File: config.mk
export PLATFORM = sky130hd
export DESIGN_NAME = pmr_mgmt_regs
export DESIGN_NICKNAME = d
export VERILOG_FILES = /design/src/pmr_mgmt_regs.v
export VERILOG_INCLUDE_DIRS = /design/src
export SDC_FILE = /design/constraint.sdc
export NUM_CORES = 1
export LEC_CHECK = 0
export BUFFER_PORTS_ARGS = -buffer_cell sky130_fd_sc_hd__buf_2
export CORE_MARGIN = 3
export CORE_UTILIZATION = 40
export CTS_CLUSTER_DIAMETER = 200
export DETAILED_ROUTE_END_ITERATION = 10
export HOLD_SLACK_MARGIN = 0.06
export PLACE_DENSITY = 0.69
export SYNTH_ARGS = -nofsm -noshare
export SYNTH_HDL_FRONTEND = slang
export SYNTH_SLANG_ARGS = --single-unit
File: constraint.sdc
create_clock -name SYS_CLK -period 4.1 [get_ports SYS_CLK]
set_input_delay 0.41 -clock SYS_CLK [delete_from_list [all_inputs] [get_ports SYS_CLK]]
set_output_delay 0.41 -clock SYS_CLK [all_outputs]
set_load 0.02 [all_outputs]
File: src/pmr_map.vh
`ifndef PMR_MAP_VH
`define PMR_MAP_VH

// Register indexes.
`define PMR_REG_EXPANSION 5'h06
`define PMR_REG_NP_TX 5'h07
`define PMR_REG_NP_RX 5'h08
`define PMR_REG_MS_CTRL 5'h09
`define PMR_REG_MS_STAT 5'h0a
`define PMR_REG_IND_CTRL 5'h0d
`define PMR_REG_IND_DATA 5'h0e
`define PMR_REG_EXT_STAT 5'h0f
`define PMR_REG_FAR_LOOP 5'h11
`define PMR_REG_CABLE 5'h12

// Management frame fields.
`define PMR_OP_READ 2'h2
`define PMR_OP_WRITE 2'h1
`define PMR_HDR_LAST 5'h0b
`define PMR_TA_LAST 5'h01
`define PMR_DATA_LAST 5'h0f
`define PMR_PHY_ADDR_DEF 5'h01

// Expansion register bit positions.
`define PMR_EXP_PDF 4
`define PMR_EXP_PAGE_RX 1

// Next-page transmit reset values.
`define PMR_NPTX_MP_RST 1'h1
`define PMR_NPTX_MSG_RST 11'h001

// Master/slave control reset values and test modes.
`define PMR_ADV_FD_RST 1'h1
`define PMR_TM_NORMAL 3'h0
`define PMR_TM_LAST 3'h4
`define PMR_IDLE_MAX 8'hff

// Indirect access functions.
`define PMR_FN_ADDR 2'h0
`define PMR_FN_DATA 2'h1
`define PMR_FN_INC_RW 2'h2
`define PMR_FN_INC_W 2'h3

// Cable test views, outcomes and thresholds.
`define PMR_VIEW_RESULT 2'h0
`define PMR_VIEW_HIGH 2'h1
`define PMR_VIEW_LOW 2'h2
`define PMR_OUT_FAILED 2'h3
`define PMR_THR_HIGH 10'h040
`define PMR_THR_LOW 10'h3c0
`define PMR_PULSE_MAX 2'h3

`endif

File: src/pmr_mgmt_regs.v
// Operation
// - Expansion bits 4 and 1 latch high on their event until the register is read.
// - Expansion bits 6, 5, 2 read 1; bits 3 and 0 show partner abilities.
// - Next-page transmit word: writable NP, MP, ACK2, code; read-only toggle flips per page.
// - Next-page receive register holds the partner's last next page, resetting to zero.
// - Test-mode field 15:13 selects transmitter test; codes 101 to 111 reserved.
// - Manual master/slave value applies only while manual enable bit 12 is set.
// - Control bit 10 declares single-port (0) or multi-port (1); default 0.
// - Gigabit full duplex advertised by bit 9, default 1; software writes bit 8 as 0.
// - Master/slave status bit 15 latches a configuration fault until read.
// - Status shows resolved role, local and remote receiver OK, partner gigabit abilities.
// - Idle error counter in bits 7:0 saturates at 0xFF and clears on read.
// - Indirect control holds function in 15:14 and device address in 4:0.
// - Function 00 makes the portal set the address; others move data there.
// - Extended status reads gigabit copper full duplex 1, other abilities 0.
// - Far-end loopback bit 8 enables or disables remote loopback; default 0.
// - Writing 1 to bit 15 starts cable test, self-clears on completion; 0 stops.
// - Bit 14 disables transmitter and holds cable test; clear lets test run.
// - Pair-select field 13:12 chooses pair A, B, C or D.
// - Selector 11:10 shows result, high threshold 64, low threshold -64; 11 reserved.
// - With selector 00, bits 9:8 give normal, open, short or failed outcome.
// - Failed test sets width, wait, high-frequency, fast flags and saturating pulse counts.
`timescale 1ns/1ps
`include "pmr_map.vh"

module pmr_mgmt_regs #(
  parameter [4:0] PHY_ADDRESS = `PMR_PHY_ADDR_DEF
) (
  input wire SYS_CLK,
  input wire RESETN,
  input wire MDC,
  input wire MDIO_IN,
  output wire MDIO_OUT,
  output wire MDIO_OE,
  input wire PAR_DET_FAULT,
  input wire PARTNER_NP_ABLE,
  input wire PARTNER_AN_ABLE,
  input wire RX_PAGE_VALID,
  input wire [15:0] RX_PAGE_WORD,
  input wire NP_TX_SENT,
  output wire [15:0] NP_TX_WORD,
  output wire [2:0] TEST_MODE,
  output wire MS_MANUAL_EN,
  output wire MS_MANUAL_MASTER,
  output wire MULTI_PORT,
  output wire ADV_1000FD,
  output wire ADV_1000HD,
  input wire MS_CONFIG_FAULT,
  input wire MS_RESOLVED_MASTER,
  input wire LOCAL_RX_OK,
  input wire REMOTE_RX_OK,
  input wire PARTNER_1000FD,
  input wire PARTNER_1000HD,
  input wire IDLE_ERROR,
  output wire [4:0] INDIRECT_DEVICE_SELECT,
  output wire [15:0] INDIRECT_ADDR,
  output wire [15:0] INDIRECT_WDATA,
  output wire INDIRECT_WR,
  output wire INDIRECT_RD,
  input wire [15:0] INDIRECT_RDATA,
  output wire REMOTE_LOOPBACK,
  output wire CABLE_TEST_RUN,
  output wire CABLE_TEST_TX_DISABLE,
  output wire [1:0] CABLE_TEST_PAIR_SELECT,
  output wire [9:0] CABLE_HIGH_THRESHOLD,
  output wire [9:0] CABLE_LOW_THRESHOLD,
  input wire CABLE_TEST_DONE,
  input wire [1:0] CABLE_TEST_OUTCOME,
  input wire [7:0] CABLE_TEST_VALUE,
  input wire [3:0] CABLE_FAIL_FLAGS,
  input wire CABLE_LOW_PULSE,
  input wire CABLE_HIGH_PULSE
);

  localparam [3:0] ST_IDLE = 4'h1;
  localparam [3:0] ST_HDR = 4'h2;
  localparam [3:0] ST_TA = 4'h4;
  localparam [3:0] ST_DATA = 4'h8;

  function [1:0] sat_inc2;
    input [1:0] v;
    begin
      sat_inc2 = (v == `PMR_PULSE_MAX) ? v : v + 2'h1;
    end
  endfunction

  // Pin synchronisers: a change counts once the second and third stages agree.
  reg mdc_s1_r, mdc_s2_r, mdc_s3_r, mdc_f_r;
  reg mdio_s1_r, mdio_s2_r, mdio_s3_r, mdio_f_r;
  wire mdc_rise;

  // Frame engine.
  reg [3:0] state_r;
  reg [4:0] cnt_r;
  reg [15:0] shift_r;
  reg prev_bit_r;
  reg is_read_r;
  reg sel_r;
  reg [4:0] reg_addr_r;
  reg mdio_out_r;
  reg mdio_oe_r;
  wire [11:0] hdr;
  wire rd_take;
  wire wr_take;
  wire [15:0] wr_data;
  reg [15:0] rd_word;

  // Register state.
  reg exp_pdf_r, exp_pgrx_r;
  reg np_next_r, np_mp_r, np_ack2_r, np_toggle_r;
  reg [10:0] np_msg_r;
  reg [15:0] rx_page_r;
  reg [2:0] ms_test_r;
  reg ms_man_en_r, ms_man_val_r, ms_multi_r, ms_adv_fd_r, ms_adv_hd_r;
  reg ms_fault_r;
  reg [7:0] idle_cnt_r;
  reg [1:0] ind_fn_r;
  reg [4:0] ind_dev_r;
  reg [15:0] ind_addr_r;
  reg [15:0] ind_wdata_r;
  reg ind_wr_r;
  reg far_loop_r;
  reg ct_en_r, ct_txdis_r;
  reg [1:0] ct_pair_r, ct_view_r, ct_outcome_r;
  reg [7:0] ct_value_r;
  reg [1:0] ct_lo_cnt_r, ct_hi_cnt_r;
  wire ct_run;
  wire ind_data_mode;
  wire ind_rd;
  wire wr_ind;

  always @(posedge SYS_CLK or negedge RESETN) begin
    if (!RESETN) begin
      mdc_s1_r <= 1'h0;
      mdc_s2_r <= 1'h0;
      mdc_s3_r <= 1'h0;
      mdc_f_r <= 1'h0;
      mdio_s1_r <= 1'h1;
      mdio_s2_r <= 1'h1;
      mdio_s3_r <= 1'h1;
      mdio_f_r <= 1'h1;
    end else begin
      mdc_s1_r <= MDC;
      mdc_s2_r <= mdc_s1_r;
      mdc_s3_r <= mdc_s2_r;
      mdio_s1_r <= MDIO_IN;
      mdio_s2_r <= mdio_s1_r;
      mdio_s3_r <= mdio_s2_r;
      if (mdc_s2_r == mdc_s3_r) begin
        mdc_f_r <= mdc_s3_r;
      end
      if (mdio_s2_r == mdio_s3_r) begin
        mdio_f_r <= mdio_s3_r;
      end
    end
  end

  assign mdc_rise = (mdc_s2_r == mdc_s3_r) && mdc_s3_r && !mdc_f_r;
  assign hdr = {shift_r[10:0], mdio_f_r};
  assign wr_data = {shift_r[14:0], mdio_f_r};
  // The snapshot and the clear-on-read effects share one edge, so an event landing in that
  // cycle survives to the next read instead of vanishing between snapshot and clear.
  assign rd_take = mdc_rise && (state_r == ST_TA) && (cnt_r == 5'h00) && is_read_r && sel_r;
  assign wr_take = mdc_rise && (state_r == ST_DATA) && (cnt_r == `PMR_DATA_LAST) && !is_read_r && sel_r;
  assign ind_data_mode = (ind_fn_r != `PMR_FN_ADDR);
  assign ind_rd = rd_take && (reg_addr_r == `PMR_REG_IND_DATA) && ind_data_mode;
  assign wr_ind = wr_take && (reg_addr_r == `PMR_REG_IND_DATA);

  always @(posedge SYS_CLK or negedge RESETN) begin
    if (!RESETN) begin
      state_r <= ST_IDLE;
      cnt_r <= 5'h00;
      shift_r <= 16'h0000;
      prev_bit_r <= 1'h1;
      is_read_r <= 1'h0;
      sel_r <= 1'h0;
      reg_addr_r <= 5'h00;
      mdio_out_r <= 1'h0;
      mdio_oe_r <= 1'h0;
    end else if (mdc_rise) begin
      case (state_r)
        ST_IDLE: begin
          prev_bit_r <= mdio_f_r;
          cnt_r <= 5'h00;
          // Preamble is optional; a 0 followed by a 1 on the idle-high line is the start.
          if (!prev_bit_r && mdio_f_r) begin
            state_r <= ST_HDR;
          end
        end
        ST_HDR: begin
          shift_r <= {shift_r[14:0], mdio_f_r};
          cnt_r <= cnt_r + 5'h01;
          if (cnt_r == `PMR_HDR_LAST) begin
            cnt_r <= 5'h00;
            reg_addr_r <= hdr[4:0];
            is_read_r <= (hdr[11:10] == `PMR_OP_READ);
            sel_r <= (hdr[9:5] == PHY_ADDRESS);
            if ((hdr[11:10] == `PMR_OP_READ) || (hdr[11:10] == `PMR_OP_WRITE)) begin
              state_r <= ST_TA;
            end else begin
              state_r <= ST_IDLE;
              prev_bit_r <= 1'h1;
            end
          end
        end
        ST_TA: begin
          cnt_r <= cnt_r + 5'h01;
          if (is_read_r && sel_r) begin
            if (cnt_r == 5'h00) begin
              mdio_oe_r <= 1'h1;
              mdio_out_r <= 1'h0;
              shift_r <= rd_word;
            end else begin
              mdio_out_r <= shift_r[15];
              shift_r <= {shift_r[14:0], 1'h0};
            end
          end
          if (cnt_r == `PMR_TA_LAST) begin
            cnt_r <= 5'h00;
            state_r <= ST_DATA;
          end
        end
        ST_DATA: begin
          cnt_r <= cnt_r + 5'h01;
          if (is_read_r) begin
            mdio_out_r <= shift_r[15];
            shift_r <= {shift_r[14:0], 1'h0};
          end else begin
            shift_r <= wr_data;
          end
          if (cnt_r == `PMR_DATA_LAST) begin
            cnt_r <= 5'h00;
            mdio_oe_r <= 1'h0;
            mdio_out_r <= 1'h0;
            prev_bit_r <= 1'h1;
            state_r <= ST_IDLE;
          end
        end
        default: begin
          state_r <= ST_IDLE;
          mdio_oe_r <= 1'h0;
          prev_bit_r <= 1'h1;
        end
      endcase
    end
  end

  always @* begin
    rd_word = 16'h0000;
    case (reg_addr_r)
      `PMR_REG_EXPANSION: begin
        rd_word[6] = 1'h1;
        rd_word[5] = 1'h1;
        rd_word[`PMR_EXP_PDF] = exp_pdf_r;
        rd_word[3] = PARTNER_NP_ABLE;
        rd_word[2] = 1'h1;
        rd_word[`PMR_EXP_PAGE_RX] = exp_pgrx_r;
        rd_word[0] = PARTNER_AN_ABLE;
      end
      `PMR_REG_NP_TX: rd_word = {np_next_r, 1'h0, np_mp_r, np_ack2_r, np_toggle_r, np_msg_r};
      `PMR_REG_NP_RX: rd_word = rx_page_r;
      `PMR_REG_MS_CTRL: rd_word = {ms_test_r, ms_man_en_r, ms_man_val_r, ms_multi_r, ms_adv_fd_r, ms_adv_hd_r,
                                   8'h00};
      `PMR_REG_MS_STAT: rd_word = {ms_fault_r, MS_RESOLVED_MASTER, LOCAL_RX_OK, REMOTE_RX_OK,
                                   PARTNER_1000FD, PARTNER_1000HD, 2'h0, idle_cnt_r};
      `PMR_REG_IND_CTRL: rd_word = {ind_fn_r, 9'h000, ind_dev_r};
      `PMR_REG_IND_DATA: rd_word = ind_data_mode ? INDIRECT_RDATA : ind_addr_r;
      `PMR_REG_EXT_STAT: rd_word[13] = 1'h1;
      `PMR_REG_FAR_LOOP: rd_word[8] = far_loop_r;
      `PMR_REG_CABLE: begin
        rd_word[15:10] = {ct_en_r, ct_txdis_r, ct_pair_r, ct_view_r};
        case (ct_view_r)
          `PMR_VIEW_RESULT: rd_word[9:0] = {ct_outcome_r, ct_value_r};
          `PMR_VIEW_HIGH: rd_word[9:0] = `PMR_THR_HIGH;
          `PMR_VIEW_LOW: rd_word[9:0] = `PMR_THR_LOW;
          default: rd_word[9:0] = 10'h000;
        endcase
      end
      default: rd_word = 16'h0000;
    endcase
  end

  // Latched and counting status; a new event in the clearing cycle wins over the clear.
  always @(posedge SYS_CLK or negedge RESETN) begin
    if (!RESETN) begin
      exp_pdf_r <= 1'h0;
      exp_pgrx_r <= 1'h0;
      rx_page_r <= 16'h0000;
      np_toggle_r <= 1'h0;
      ms_fault_r <= 1'h0;
      idle_cnt_r <= 8'h00;
    end else begin
      exp_pdf_r <= PAR_DET_FAULT | (exp_pdf_r & !(rd_take && reg_addr_r == `PMR_REG_EXPANSION));
      exp_pgrx_r <= RX_PAGE_VALID | (exp_pgrx_r & !(rd_take && reg_addr_r == `PMR_REG_EXPANSION));
      if (RX_PAGE_VALID) begin
        rx_page_r <= RX_PAGE_WORD;
      end
      if (NP_TX_SENT) begin
        np_toggle_r <= !np_toggle_r;
      end
      ms_fault_r <= MS_CONFIG_FAULT | (ms_fault_r & !(rd_take && reg_addr_r == `PMR_REG_MS_STAT));
      if (rd_take && reg_addr_r == `PMR_REG_MS_STAT) begin
        idle_cnt_r <= IDLE_ERROR ? 8'h01 : 8'h00;
      end else if (IDLE_ERROR && idle_cnt_r != `PMR_IDLE_MAX) begin
        idle_cnt_r <= idle_cnt_r + 8'h01;
      end
    end
  end

  // Software-written control.
  always @(posedge SYS_CLK or negedge RESETN) begin
    if (!RESETN) begin
      np_next_r <= 1'h0;
      np_mp_r <= `PMR_NPTX_MP_RST;
      np_ack2_r <= 1'h0;
      np_msg_r <= `PMR_NPTX_MSG_RST;
      ms_test_r <= `PMR_TM_NORMAL;
      ms_man_en_r <= 1'h0;
      ms_man_val_r <= 1'h0;
      ms_multi_r <= 1'h0;
      ms_adv_fd_r <= `PMR_ADV_FD_RST;
      ms_adv_hd_r <= 1'h0;
      ind_fn_r <= `PMR_FN_ADDR;
      ind_dev_r <= 5'h00;
      far_loop_r <= 1'h0;
    end else if (wr_take) begin
      case (reg_addr_r)
        `PMR_REG_NP_TX: begin
          np_next_r <= wr_data[15];
          np_mp_r <= wr_data[13];
          np_ack2_r <= wr_data[12];
          np_msg_r <= wr_data[10:0];
        end
        `PMR_REG_MS_CTRL: begin
          ms_test_r <= wr_data[15:13];
          ms_man_en_r <= wr_data[12];
          ms_man_val_r <= wr_data[11];
          ms_multi_r <= wr_data[10];
          ms_adv_fd_r <= wr_data[9];
          ms_adv_hd_r <= wr_data[8];
        end
        `PMR_REG_IND_CTRL: begin
          ind_fn_r <= wr_data[15:14];
          ind_dev_r <= wr_data[4:0];
        end
        `PMR_REG_FAR_LOOP: far_loop_r <= wr_data[8];
        default: far_loop_r <= far_loop_r;
      endcase
    end
  end

  // Indirect portal: the write strobe is registered, so the pointer moves one cycle later
  // and the address seen with the strobe is still the one being written.
  always @(posedge SYS_CLK or negedge RESETN) begin
    if (!RESETN) begin
      ind_addr_r <= 16'h0000;
      ind_wdata_r <= 16'h0000;
      ind_wr_r <= 1'h0;
    end else begin
      ind_wr_r <= wr_ind && ind_data_mode;
      if (wr_ind) begin
        ind_wdata_r <= wr_data;
      end
      if (wr_ind && !ind_data_mode) begin
        ind_addr_r <= wr_data;
      end else if (ind_wr_r && (ind_fn_r == `PMR_FN_INC_RW || ind_fn_r == `PMR_FN_INC_W)) begin
        ind_addr_r <= ind_addr_r + 16'h0001;
      end else if (ind_rd && ind_fn_r == `PMR_FN_INC_RW) begin
        ind_addr_r <= ind_addr_r + 16'h0001;
      end
    end
  end

  // Cable test sequencing.
  assign ct_run = ct_en_r && !ct_txdis_r;

  always @(posedge SYS_CLK or negedge RESETN) begin
    if (!RESETN) begin
      ct_en_r <= 1'h0;
      ct_txdis_r <= 1'h0;
      ct_pair_r <= 2'h0;
      ct_view_r <= `PMR_VIEW_RESULT;
      ct_outcome_r <= 2'h0;
      ct_value_r <= 8'h00;
      ct_lo_cnt_r <= 2'h0;
      ct_hi_cnt_r <= 2'h0;
    end else begin
      if (wr_take && reg_addr_r == `PMR_REG_CABLE) begin
        // A write in the completion cycle wins, so a restart is never swallowed.
        ct_en_r <= wr_data[15];
        ct_txdis_r <= wr_data[14];
        ct_pair_r <= wr_data[13:12];
        ct_view_r <= wr_data[11:10];
        if (wr_data[15] && !ct_en_r) begin
          ct_lo_cnt_r <= 2'h0;
          ct_hi_cnt_r <= 2'h0;
        end
      end else if (ct_run && CABLE_TEST_DONE) begin
        ct_en_r <= 1'h0;
        ct_outcome_r <= CABLE_TEST_OUTCOME;
        if (CABLE_TEST_OUTCOME == `PMR_OUT_FAILED) begin
          ct_value_r <= {CABLE_FAIL_FLAGS, ct_lo_cnt_r, ct_hi_cnt_r};
        end else begin
          ct_value_r <= CABLE_TEST_VALUE;
        end
      end else if (ct_run) begin
        if (CABLE_LOW_PULSE) begin
          ct_lo_cnt_r <= sat_inc2(ct_lo_cnt_r);
        end
        if (CABLE_HIGH_PULSE) begin
          ct_hi_cnt_r <= sat_inc2(ct_hi_cnt_r);
        end
      end
    end
  end

  assign MDIO_OUT = mdio_out_r;
  assign MDIO_OE = mdio_oe_r;
  assign NP_TX_WORD = {np_next_r, 1'h0, np_mp_r, np_ack2_r, np_toggle_r, np_msg_r};
  // Reserved test codes fall back to normal transmission rather than an undefined pattern.
  assign TEST_MODE = (ms_test_r > `PMR_TM_LAST) ? `PMR_TM_NORMAL : ms_test_r;
  assign MS_MANUAL_EN = ms_man_en_r;
  assign MS_MANUAL_MASTER = ms_man_en_r & ms_man_val_r;
  assign MULTI_PORT = ms_multi_r;
  assign ADV_1000FD = ms_adv_fd_r;
  assign ADV_1000HD = ms_adv_hd_r;
  assign INDIRECT_DEVICE_SELECT = ind_dev_r;
  assign INDIRECT_ADDR = ind_addr_r;
  assign INDIRECT_WDATA = ind_wdata_r;
  assign INDIRECT_WR = ind_wr_r;
  assign INDIRECT_RD = ind_rd;
  assign REMOTE_LOOPBACK = far_loop_r;
  assign CABLE_TEST_RUN = ct_run;
  assign CABLE_TEST_TX_DISABLE = ct_txdis_r;
  assign CABLE_TEST_PAIR_SELECT = ct_pair_r;
  assign CABLE_HIGH_THRESHOLD = `PMR_THR_HIGH;
  assign CABLE_LOW_THRESHOLD = `PMR_THR_LOW;

endmodule // pmr_mgmt_regs

==> results of run 1 <==
[state kept, by name, summed over array words and instances (netlist names), 8 cells and up]
register,cells
INDIRECT_ADDR,16
ct_value_r,8
shift_r,16
idle_cnt_r,8
rx_page_r,16
np_msg_r,11
INDIRECT_WDATA,16
[synth_stat cells, types with 6 or more instances]
cell / instances
sky130_fd_sc_hd__dfrtp_1: 145
sky130_fd_sc_hd__buf_4: 29
sky130_fd_sc_hd__nand2_1: 47
sky130_fd_sc_hd__and3_1: 16
sky130_fd_sc_hd__a21o_1: 7
sky130_fd_sc_hd__nand3_1: 37
sky130_fd_sc_hd__o211ai_1: 6
sky130_fd_sc_hd__a2111oi_0: 7
sky130_fd_sc_hd__a21oi_1: 26
sky130_fd_sc_hd__nor2b_1: 14
sky130_fd_sc_hd__mux2i_1: 19
sky130_fd_sc_hd__nor2_1: 42
sky130_fd_sc_hd__nand4_1: 6
sky130_fd_sc_hd__ha_1: 13
sky130_fd_sc_hd__nand2b_1: 13
sky130_fd_sc_hd__nor3b_1: 7
sky130_fd_sc_hd__a31oi_1: 10
sky130_fd_sc_hd__a22oi_1: 12
sky130_fd_sc_hd__clkbuf_1: 27
sky130_fd_sc_hd__o22ai_1: 6
sky130_fd_sc_hd__nor3_1: 15
sky130_fd_sc_hd__a32oi_1: 8
sky130_fd_sc_hd__mux2_2: 77
sky130_fd_sc_hd__buf_2: 13
sky130_fd_sc_hd__o21ai_0: 37
sky130_fd_sc_hd__a22o_1: 11
sky130_fd_sc_hd__or3_1: 6
sky130_fd_sc_hd__and2_1: 7
sky130_fd_sc_hd__inv_1: 18
sky130_fd_sc_hd__dfstp_2: 9
[power breakdown]
part	internal (uW)	switching, uW
sequential	1700	354
clock	1060	648
combinational	281	360
total	3040	1360
[final timing paths]
kind	startpoint	to	depth (start not counted)
setup / recovery	reg_addr_r[1]	INDIRECT_RD	5
hold / removal	RESETN	ct_hi_cnt_r[0]	1
max in group asynchronous	RESETN	ADV_1000FD	2
min in group SYS_CLK	MDIO_IN	mdio_s1_r	1
hold reg to reg	mdio_s1_r	mdio_s2_r	0
setup reg to reg	reg_addr_r[1]	INDIRECT_ADDR[10]	6
[metal layers]
| layer | share of wire [%] | up-vias | global-route usage (%) |
|---|---|---|---|
| met4 | 0.89 | 0 | 4.25 |
| li1 | - | 3126 | - |
| met3 | 8.9 | 18 | 5.66 |
| met2 | 47 | 286 | 33.8 |
| met5 | 0 | - | 0 |
| met1 | 43 | 3358 | 29.9 |
[worst register-to-register path, stage by stage, from the launching register on]
cell and delay [ps]:
sky130_fd_sc_hd__dfrtp_1 740, sky130_fd_sc_hd__nor2b_1 640, sky130_fd_sc_hd__nand2_1 100, sky130_fd_sc_hd__buf_4 230, sky130_fd_sc_hd__o31a_1 530, sky130_fd_sc_hd__or4_1 580, sky130_fd_sc_hd__nand4_1 80
[area by class of cell]
class | count | area [um^2] | share of cell area [%]
Sequential cell | 154 | 3860 | 39.7
Timing Repair Buffer | 146 | 769 | 7.90
Tap cell | 270 | 338 | 3.47
Clock inverter | 12 | 188 | 1.93
Inverter | 18 | 67.6 | 0.693
Multi-Input combinational cell | 567 | 4060 | 41.7
Clock buffer | 20 | 457 | 4.69
[kinds of logic (layout without fill, tap and decap cells)]
logic type	count (synthesis)	count (layout)	synth area share, %
xor+xnor	7	7	0.735
fa+ha+maj	14	14	2.07
flops	154	154	46.3
other cells	2	21	0.0900
simple gates	250	250	16.9
compound gates	178	178	15.2
buf+inv	91	196	5.86
mux	97	97	12.8
[stage by stage]
| step | cell area (um^2) | util (%) | hold WS [ps] | instances |
|---|---|---|---|---|
| after floorplan | 8410 | - | 114 | 812 |
| after global placement | 9100 | 44.7 | 347 | 1155 |
| after detailed placement | 9100 | 44.7 | 348 | 1155 |
| after CTS | 9740 | 47.8 | 69.5 | 1187 |
| after global routing | 9740 | 47.8 | 62.2 | 1187 |
| final | 9740 | 47.8 | 68.4 | 1187 |
==> results.md, run 1 <==
Status:
- The run finished with clean final reports.

STA:
- Of the available clock period, the critical path in the final layout requires 74.7%.
- The number of hold violations in the final report is 0.
- Subtracting the final worst setup slack from the clock period gives 3060 ps.
- The worst clock skew is 10.8 ps.
- The pin slew with the least headroom to its limit is 855 ps.
- Measured against its own limit, the worst slew margin works out to 43.0%.
- The final number of setup-violating endpoints is 0.
- Setup repair after global routing left no endpoint under its margin.
- Summed over all failing endpoints, the final setup total negative slack is 0 ps.
- Across all setup checks in the final design, the least slack found is 1040 ps.
- For this run, the top clock speed supported by timing is 327 MHz.
- The final max-slew violation count is 0.

Worst hold path:
- In this run the worst hold path is classified as input port to async pin.

Placement:
- The count of buffers from port buffering is 133.
- The placed wire-length estimate is 17,600 um.
- Before CTS, the worst setup slack after placement is 1190 ps.
- The final weighted congestion in routability-driven placement is 0.911.

Critical path:
- The slowest stage of the critical path is the sky130_fd_sc_hd__dfrtp_1 cell.
- The slack of the worst reg-to-reg path is 1120 ps.
- The category of the most critical setup path is register to primary output.
- For the worst setup path, the data required time is 3690 ps.
- STA classifies the critical path endpoint as a primary output.
- In this run the worst path has a maximum fanout of 21.
- Walking the worst path, the cells encountered are nor2b_1 -> nand2_1 -> buf_4 -> nor3_1 -> buf_2.
- The element type at the critical path start is a register.
- The biggest cell delay along the critical path is 740 ps.
- The kind of cell with the highest combined delay along the critical path is simple AND/OR/NAND/NOR gates.
- STA puts the critical path data arrival time at 2650 ps.
- The buffer and inverter count on the worst path is 2.

Synthesis:
- The post-synthesis async set-or-reset flop share is 100%.
- The average instance in the mapped netlist occupies 10.5 um^2.
- Synthesis inferred 154 register bits.
- Counting distinct cell types in the post-synthesis netlist gives 81.
- The area share of the largest cell type after synthesis is 43.5%.
- Ranked by total cell area, the synthesized netlist is headed by sky130_fd_sc_hd__dfrtp_1 43%, sky130_fd_sc_hd__mux2_2 10%, sky130_fd_sc_hd__dfstp_2 2.8%.
- The part of the Yosys area used for sequential elements is 46.3%.
- The Yosys step of the flow raised 0 warnings.
- After synthesis the cells add up to 8340 um^2.
- In the synthesized netlist the dominant register cell turns out to be sky130_fd_sc_hd__dfrtp_1.
- Synthesis handed over a netlist of 793 instances.
- The synthesized design spends more area on one cell type than any other, namely sky130_fd_sc_hd__dfrtp_1.
- Yosys mapped a number of flops with a built-in enable equal to 0.

Cells and area:
- Leaving out fill and tap cells, the most frequent cell in the layout is sky130_fd_sc_hd__dfrtp_1.
- The top cell types in the final layout, fill and taps aside, are 145 x sky130_fd_sc_hd__dfrtp_1, 132 x sky130_fd_sc_hd__buf_2, 77 x sky130_fd_sc_hd__mux2_2.
- Relative to the synthesized area, the layout overhead comes to 16.8%.
- Cells with a size suffix above 1 make up 30.4% of the layout.
- The diode insertion count for antenna repair is 0.
- The filler cells instantiated in the layout total 1,915.
- The number of nets at the end of the flow is 982.

Clock tree:
- The number of gates resized after CTS was 0.
- The clock-pin slew on the worst setup and hold paths is 60 ps.
- The number of buffers between clock root and the deepest sink is 2.
- The post-CTS setup-driven buffer insertion count is 0.
- The clock tree synthesis step divided the H-tree into 4 levels.
- Buffers inserted during clock tree synthesis total 17.
- The total of hold buffers inserted after clock tree synthesis is 0.
- The root buffer cell is sky130_fd_sc_hd__clkbuf_16.
- The clock net in this run drives a total of 154 sinks.
- For the worst-skew pair, the clock arrives at the later sink with an insertion delay of 430 ps.
- The clock tree from TritonCTS is built.

Global route:
- The remaining global-route overflow is 0.
- The number of antenna violations at the first check in global routing came to 0.
- The via count of the first global-routing pass is 6,534.
- Entering global routing, the biggest net connects 93 pins.
- The overall routing resource usage is 21.4%.
- The first-pass GRT wire length is 37,400 um.

Run:
- The max-capacitance violation count is 0.

Detailed routing:
- The final wirelength is 24,000 um.
- The first TritonRoute pass finished after 5 iterations.
- In the routed layout, each cell is associated on average with a via count of 5.72.
- After the first detailed-routing iteration, the DRC count stood at 569.
- The total vias in the final route is 6,788.
- The mean routed wirelength per cell is 20.2 um.
- The count of nets left with antenna violations once routing finished came out at 0.
- In the routed design, unresolved DRC markers number 0.

Floorplanning:
- The die area is 22,600 um^2.
- The number of I/O pins is 155.
- In this run the horizontal extent of the chip is 150 um.
- The area of the core is 20,400 um^2.
- The floorplan step set the die height to 150 um.
- For this configuration, the core starts out at a cell density of 41.0%.
- The number of standard-cell rows in the floorplan is 52.

Power and ir drop:
- Power spread over the standard cell area amounts to 452 nW/um^2.
- The worst vdd rail ir drop is 0.289 mV.
- The analysis attributes to cell leakage a power of 0.00460 uW.
- Power comes to 4400 uW.
(Power assumes the default switching activity.)
==> run 2, diff against run 1 <==
ABC_AREA = 1   (was unset)
PLACE_DENSITY = 0.71   (was 0.69)
clock period = 2.53 ns   (was 4.1 ns; I/O delays follow)
==> run 2 against run 1 <==
Net effect: die area rose by 2.8%; sequential power increased by 51%; sequential share of layout area down 1.8 points; global-route usage rose by 1.2 points; largest cell class unchanged; non-clock buffer count is 24 higher; via count rose by 21%; critical path depth is 4 higher; critical path type unchanged; worst setup slack lost 940 ps; sequential cell count unchanged; routed wire length up 9.8%; clock skew is 3.1 ps higher.
==> results.md, run 2 <==
Critical path:
- Of all nets on the critical path, the largest fanout is 4.
- The critical path in this run is classified as register to primary output.
- The worst setup path is launched from a register.
- The endpoint identified for the worst register-to-register timing path is ct_lo_cnt_r[0].
- The worst setup path is captured at a primary output.
- Measured in cells, the most critical reg-to-reg path has a length of 12.
- The slack of the worst reg-to-reg path is 220 ps.
- STA puts the critical path data arrival time at 2180 ps.
- The required time at the endpoint of the critical path is 2280 ps.
- The startpoint identified for the worst register-to-register timing path is cnt_r[0].

Synthesis:
- The share of synthesized area spent on multiplexers is 1.05%.
- The number of synthesized flops with an enable pin is 0.
- The post-synthesis share of cell area spent on full adders, half adders and majority gates is 2.01%.
- Sequential elements use 45.0% of the synthesized area.
- After synthesis, the largest family of logic cells by area is simple AND/OR/NAND/NOR gates.
- For this run, the leading register cell type out of synthesis is sky130_fd_sc_hd__dfrtp_1.
- The mapped netlist covers 8580 um^2.
- The number of distinct library cell variants in the gate-level netlist after synthesis is 44.
- Yosys attributes the largest share of cell area to sky130_fd_sc_hd__dfrtp_1 42%, sky130_fd_sc_hd__nand2_1 16%, sky130_fd_sc_hd__o21ai_0 6.1%.
- The cell accounting for the most synthesized area is sky130_fd_sc_hd__dfrtp_1.
- The synthesized design devotes to its leading area cell type 42.3% of total area.
- The synthesized flop and latch total is 154.
- The library cell with the highest instance count after synthesis is sky130_fd_sc_hd__nand2_1.
- The commonest cells after synthesis are 370 x sky130_fd_sc_hd__nand2_1, 145 x sky130_fd_sc_hd__dfrtp_1, 106 x sky130_fd_sc_hd__inv_1.
- The number of warnings printed during yosys synthesis is 0.
- In the synthesized netlist, the number of instances is 1,151.
- The per-instance average area after synthesis is 7.46 um^2.
- The xor-xnor portion of the synthesized cell area is 1.33%.
- The complex-gate fraction of the synthesized area is 11.5%.
- Summing the areas of all and, or, nand and nor instances in the mapped netlist gives 29.6% of the synthesized area.
- In the synthesized netlist the async set-or-reset flop fraction comes to 100%.

Global route:
- After global routing, the most crowded layer is met2.
- The first-pass GRT wire length is 41,900 um.
- The remaining global-route overflow is 0.
- The pin count of the biggest net entering global routing is 61.
- The number of antenna violations at the first check in global routing came to 0.
- The via count of the first global-routing pass was 7,757.
- The global routing met2 resource utilization is 35.0%.
- For this run, the total global-route usage over all layers was measured as 22.6%.
- For met3 alone, demand over resource in global routing was 4.66%.
- For met1 alone, demand over resource in global routing was 31.3%.

Detailed routing:
- The residual antenna-violating net count after detailed routing is 0.
- The mean routed wirelength per cell is 16.7 um.
- The final wirelength is 26,400 um.
- For this block, the initial DRC count from the detailed router was 815.
- The total DRC errors in the routed layout is 0.
- The average via count per standard cell is 5.19.
- Detailed routing inserted a total of 8,209 vias.
- The pre-antenna-repair detailed-routing pass consisted of 6 iterations.

Cells and area:
- The fraction of final layout cells with drive strength greater than 1 is 18.3%.
- Counting the fill cells in the layout gives 1,990.
- The commonest non-fill, non-tap cell in the layout is sky130_fd_sc_hd__nand2_1.
- Cells fill 49.5% of the core in the end.
- From synthesis to final layout, the design area changed by 18.8%.
- The final layout contains 1,376 nets.
- 0 antenna diodes ended up in the layout.
- In the layout the commonest cells are 370 x sky130_fd_sc_hd__nand2_1, 145 x sky130_fd_sc_hd__dfrtp_1, 132 x sky130_fd_sc_hd__buf_2.

Power and ir drop:
- For this design the total switching power over the nets is 2330 uW.
- The internal power of the cells is 4490 uW.
- In this run, the clock network consumes 35.1% of the power.
- Overall power consumption after layout is estimated at 6820 uW.
- Registers are responsible for 45.3% of the overall power.
- Combinational logic burns 19.7% of the power.
- VDD sags by at most 0.479 mV.
- In this run switching power makes up 34.2% of total power.
- Summed over all cells, the static leakage comes to 0.00521 uW.
- The power per cell area is 669 nW/um^2.

STA:
- The worst hold slack is 70.7 ps.
- Based on the critical path, the design can be clocked at up to 410 MHz.
- Adding up every negative setup slack in the final design gives 0 ps.
- The number of hold violations in the final report is 0.
- The part of the cycle the worst path needs is 96.3%.
- The relative slew slack is 47.4%.
- Setup slack closes at 93.6 ps.
- The final number of setup-violating endpoints is 0.
- On the final layout, the worst clock skew is 13.8 ps.
- The pin slew with the least headroom to its limit is 785 ps.
- The smallest clock period supported by the final layout is computed as 2440 ps.
- The final max-slew violation count is 0.

Clock tree:
- Clock latency on the worst-skew pair, taken at its later pin, is 430 ps.
- The post-CTS setup-driven buffer insertion count is 0.
- The H-tree was split into 4 levels.
- The number of buffers between clock root and the deepest sink is 2.
- TritonCTS built the clock tree.
- The number of buffers created by CTS is 17.
- Counting every sink on the clock net gives 154.
- The root buffer cell is sky130_fd_sc_hd__clkbuf_16.
- The clock-pin slew on the worst setup and hold paths is 70 ps.

Worst hold path:
- The path with the worst hold slack has its endpoint at rx_page_r[9].
- Along the worst hold path, the cell count comes to 3.
- The launch instance of the worst min-delay path is RX_PAGE_WORD[9].
- The kind of path behind the tightest hold check is input port to register.

Status:
- The run finished with clean final reports.

Placement:
- The congestion estimate from routability-driven global placement came to 0.933.
- The placed wire-length estimate is 19,700 um.
- Timing analysis after detailed placement gives a worst setup slack of 212 ps.
- The count of buffers from port buffering is 133.

Floorplanning:
- Once the floorplan was initialized, standard cells occupied 41.6% of the core.
- The overall die height is 152 um.
- The floorplan step set the die width to 152 um.
- The total area inside the core boundary comes to 20,600 um^2.
- The number of I/O pins is 155.
- The number of standard-cell rows in the floorplan is 52.
- The die covers 23,300 um^2.

Run:
- Max-cap violations in this run came to 0.
==> run 2: kinds of logic after synthesis <==
kind of cell | count (synthesis)
buf+inv | 178
simple gates | 595
flops | 154
fa+ha+maj | 14
mux | 8
compound gates | 187
xor+xnor | 13
other cells | 2
==> run 2: power by group through the flow <==
stage / clock, uW / combinational [uW] / sequential [uW]
global route: 2520 / 1510 / 3120
finish: 2390 / 1340 / 3090
CTS: 2430 / 1330 / 3080
floorplan: 0 / 885 / 3010
detailed placement: 0 / 1290 / 3120
global placement: 0 / 1280 / 3110
==> run 2: layout make-up <==
class                           instances  area (um^2)  share of cell area (%)
Timing Repair Buffer                  170         1010                    9.92
Inverter                              117          439                    4.31
Tap cell                              270          338                    3.31
Sequential cell                       154         3860                    37.9
Clock inverter                         13          109                    1.07
Clock buffer                           19          443                    4.34
Multi-Input combinational cell        838         4000                    39.2
==> run 2: per-stage QoR <==
step           instances  cell area, um^2
2_1_floorplan       1170             8660
4_1_cts             1581            10200
3_5_place_dp        1529             9440
5_1_grt             1581            10200
6_report            1581            10200
3_3_place_gp        1529             9440
==> run 2: worst max-delay path, stage by stage, from the launching register on <==
cell and delay, ps:
sky130_fd_sc_hd__dfrtp_1 410, sky130_fd_sc_hd__inv_1 120, sky130_fd_sc_hd__ha_1 160, sky130_fd_sc_hd__nand2_1 70
sky130_fd_sc_hd__nor2_2 190, sky130_fd_sc_hd__nand2_1 130, sky130_fd_sc_hd__nor2_4 140, sky130_fd_sc_hd__inv_1 110
sky130_fd_sc_hd__nor3_2 210, sky130_fd_sc_hd__buf_2 220
==> run 2: repair_timing <==
item,4_1_cts,5_1_grt
gates resized for setup,1,1
hold buffers,20,0
endpoints found under the hold margin,59,0
setup endpoints to repair,1,1
pin swaps,0,0
==> run 2: routing by layer <==
metal	vias to the layer above	routed length, um
met3	59	2030
met5	-	0
met1	3824	11600
li1	3953	-
met2	373	11900
met4	0	831
==> run 2: worst max path at each step <==
| stage | startpoint | endpoint | slack, ps | cells after the start |
|---|---|---|---|---|
| 2_1_floorplan | cnt_r[0] | INDIRECT_ADDR[2] | 620 | 12 |
| 6_report | cnt_r[0] | INDIRECT_RD | 90 | 9 |
| 5_1_grt | cnt_r[0] | INDIRECT_RD | -5 | 9 |
| 4_1_cts | cnt_r[0] | INDIRECT_RD | 70 | 9 |
| 3_5_place_dp | cnt_r[0] | ct_lo_cnt_r[0] | 210 | 12 |
| 3_3_place_gp | cnt_r[0] | INDIRECT_ADDR[10] | 330 | 12 |
==> run 3, diff against run 2 <==
ABC_AREA = 0   (was 1)
==> run 3 against run 2 <==
Net effect: clock skew fell by 5.1 ps; largest power group unchanged; sequential cell count did not move; die area fell by 2.7%; clock power rose by 15%; sequential power rose by 7.8%; register-to-register slack got worse by 70 ps; non-clock buffer count rose by 40.
==> results.md, run 3 (synthesized netlist as in run 1, its figures left out) <==
Critical path:
- The signal on the critical path passes through ha_1 -> and3_1 -> ha_1 -> and4_2 -> and2_1 -> buf_12 -> mux2_2.
- The number of buffers and inverters on the critical path is 1.
- The worst endpoint data arrival time is 2690 ps.
- By startpoint and endpoint, the worst setup path is classified as register to register.
- Data on the critical path is required at its endpoint by 2850 ps.
- The worst setup path is launched from a register.
- The worst-path cell with the longest stage delay is sky130_fd_sc_hd__dfrtp_1.
- The cell that appears most often on the critical path is sky130_fd_sc_hd__ha_1.
- The biggest cell delay along the critical path is 430 ps.
- STA classifies the critical path endpoint as a register.
- The maximum fanout count along the critical path is 11.
- The cell family contributing the most delay on the critical path is simple AND/OR/NAND/NOR gates.

STA:
- Summed over all failing endpoints, the final setup total negative slack is 0 ps.
- Between clock sinks in the finished design, the worst skew comes to 8.73 ps.
- For this run, the top clock speed supported by timing is 421 MHz.
- In this run the tightest slew margin relative to its limit is 47.5%.
- The number of hold violations in the final report is 0.
- The pin slew with the least headroom to its limit is 781 ps.
- Setup violations remaining at the end of the flow were counted as 0.
- The tightest hold path in the finished design has a slack of 89.9 ps.
- The final max-slew violation count was 0.
- Of the available clock period, the critical path in the final layout requires 93.9%.
- The clock period could shrink to 2380 ps.
- Setup repair after global routing left no endpoint under its margin.

Global route:
- The number of antenna violations at the first check in global routing came to 0.
- The via count of the first global-routing pass is 6,902.
- The pin count of the biggest net entering global routing is 64.
- The overall routing resource usage is 22.6%.
- The remaining global-route overflow is 0.
- The first global-routing pass estimated 38,900 um of wire.

Floorplanning:
- The core region is 20,400 um^2.
- The die covers 22,600 um^2.
- The die is 150 um wide.
- The number of I/O pins is 155.
- The number of standard-cell rows in the floorplan is 52.
- The overall die height is 150 um.
- The initial core utilization is 41.0%.

Run:
- Max-cap violations in this run came to 0.

Placement:
- The count of buffers from port buffering is 133.
- The placed wire-length estimate is 18,600 um.
- The placed cell count is 1,196.
- The final weighted congestion in routability-driven placement is 0.933.

Cells and area:
- The net count of the finished layout is 1,046.
- Leaving out fill and tap cells, the most frequent cells in the layout are 145 x sky130_fd_sc_hd__dfrtp_1, 131 x sky130_fd_sc_hd__buf_2, 77 x sky130_fd_sc_hd__mux2_2.
- The post-route netlist has 33.0% of its cells at a drive strength greater than 1.
- Measured on the finished design, the core utilization comes to 50.9%.
- The library cell used most frequently in the layout, excluding fill and tap cells, is sky130_fd_sc_hd__dfrtp_1.
- Counting the fill cells in the layout gives 1,844.
- Leaving out filler cells and counting taps, the final layout contains 1,251.
- Compared with the post-synthesis result, the final layout area differs by 24.3%.
- The repair_antennas step left the layout with diodes totalling 0.

Detailed routing:
- After detailed routing, the number of remaining DRC violations is 0.
- The total vias in the final route is 7,082.
- The average via count per standard cell is 5.66.
- In this run, the number of DRC markers left after iteration 0 of detailed routing was 571.
- The first detailed-routing pass took 6 iterations.
- The routed design has 25,300 um of wire.
- Once detail routing completed, the nets flagged for antenna violations numbered 0.
- The mean routed wirelength per cell is 20.2 um.

Clock tree:
- The root buffer cell is sky130_fd_sc_hd__clkbuf_16.
- The depth of the CTS H-tree is 4.
- The clock net in this run drives a total of 154 sinks.
- The number of buffers between clock root and the deepest sink is 2.
- Clock-pin slew was measured on the worst setup and hold paths at 60 ps.
- Clock latency on the worst-skew pair, taken at its later pin, is 430 ps.
- In this run, CTS created clock tree buffers numbering 17.
- TritonCTS built the clock tree.

Worst hold path:
- The min-delay analysis places its worst path in the category input port to register.

Power and ir drop:
- The power per cell area is 697 nW/um^2.
- The worst vdd rail ir drop is 0.540 mV.
- The overall power consumption is 7220 uW.
- The static leakage is 0.00494 uW.

Status:
- The flow ran to the end, and the final reports show no timing, DRC or antenna violations.
-- run 3: stage by stage --
stage	instance area [um^2]	setup WS, ps
finish	10400	155
global route	10400	10.2
CTS	10300	56.9
detailed placement	9480	18.4
global placement	9480	121
floorplan	8410	283
-- run 3: metal layers --
layer  wire length (um)  vias to the layer above  GRT usage (%)
met5                  0                        -              0
met4                570                        0           7.18
met3               2130                       46           6.41
met2              11800                      332           34.8
met1              10800                     3447           30.9
li1                   -                     3257              -
-- run 3: power breakdown --
group / switching [uW] / total, uW / internal [uW]
clock: 1040 / 2740 / 1700
combinational: 619 / 1150 / 534
sequential: 574 / 3330 / 2750
-- run 3: final timing paths --
kind	start	endpoint	slack, ps	cells after the start
worst max register to register	cnt_r[0]	np_msg_r[3]	150	7
worst max-delay path	cnt_r[0]	np_msg_r[3]	150	7
worst min-delay path	CABLE_TEST_OUTCOME[0]	ct_outcome_r[0]	90	2
min in group asynchronous	RESETN	ct_hi_cnt_r[1]	300	2
worst min register to register	mdio_s1_r	mdio_s2_r	360	0
max in group asynchronous	RESETN	ADV_1000FD	1520	3
-- run 3: layout make-up --
type                    instances  area, um^2  area share, %
clock buffers                  21         460           4.44
inverters                      18        67.6          0.652
well taps                     270         338           3.26
flip-flops and latches        154        3860           37.3
clock inverters                11         170           1.64
repair buffers                210        1390           13.4
multi-input cells             567        4080           39.4
-- run 3: what timing repair did --
action | CTS | global route
resized for setup | 2 | 5
setup buffers | 0 | 0
hold buffers | 22 | 1
endpoints found under the setup margin | 5 | 14
hold endpoints to repair | 57 | 1
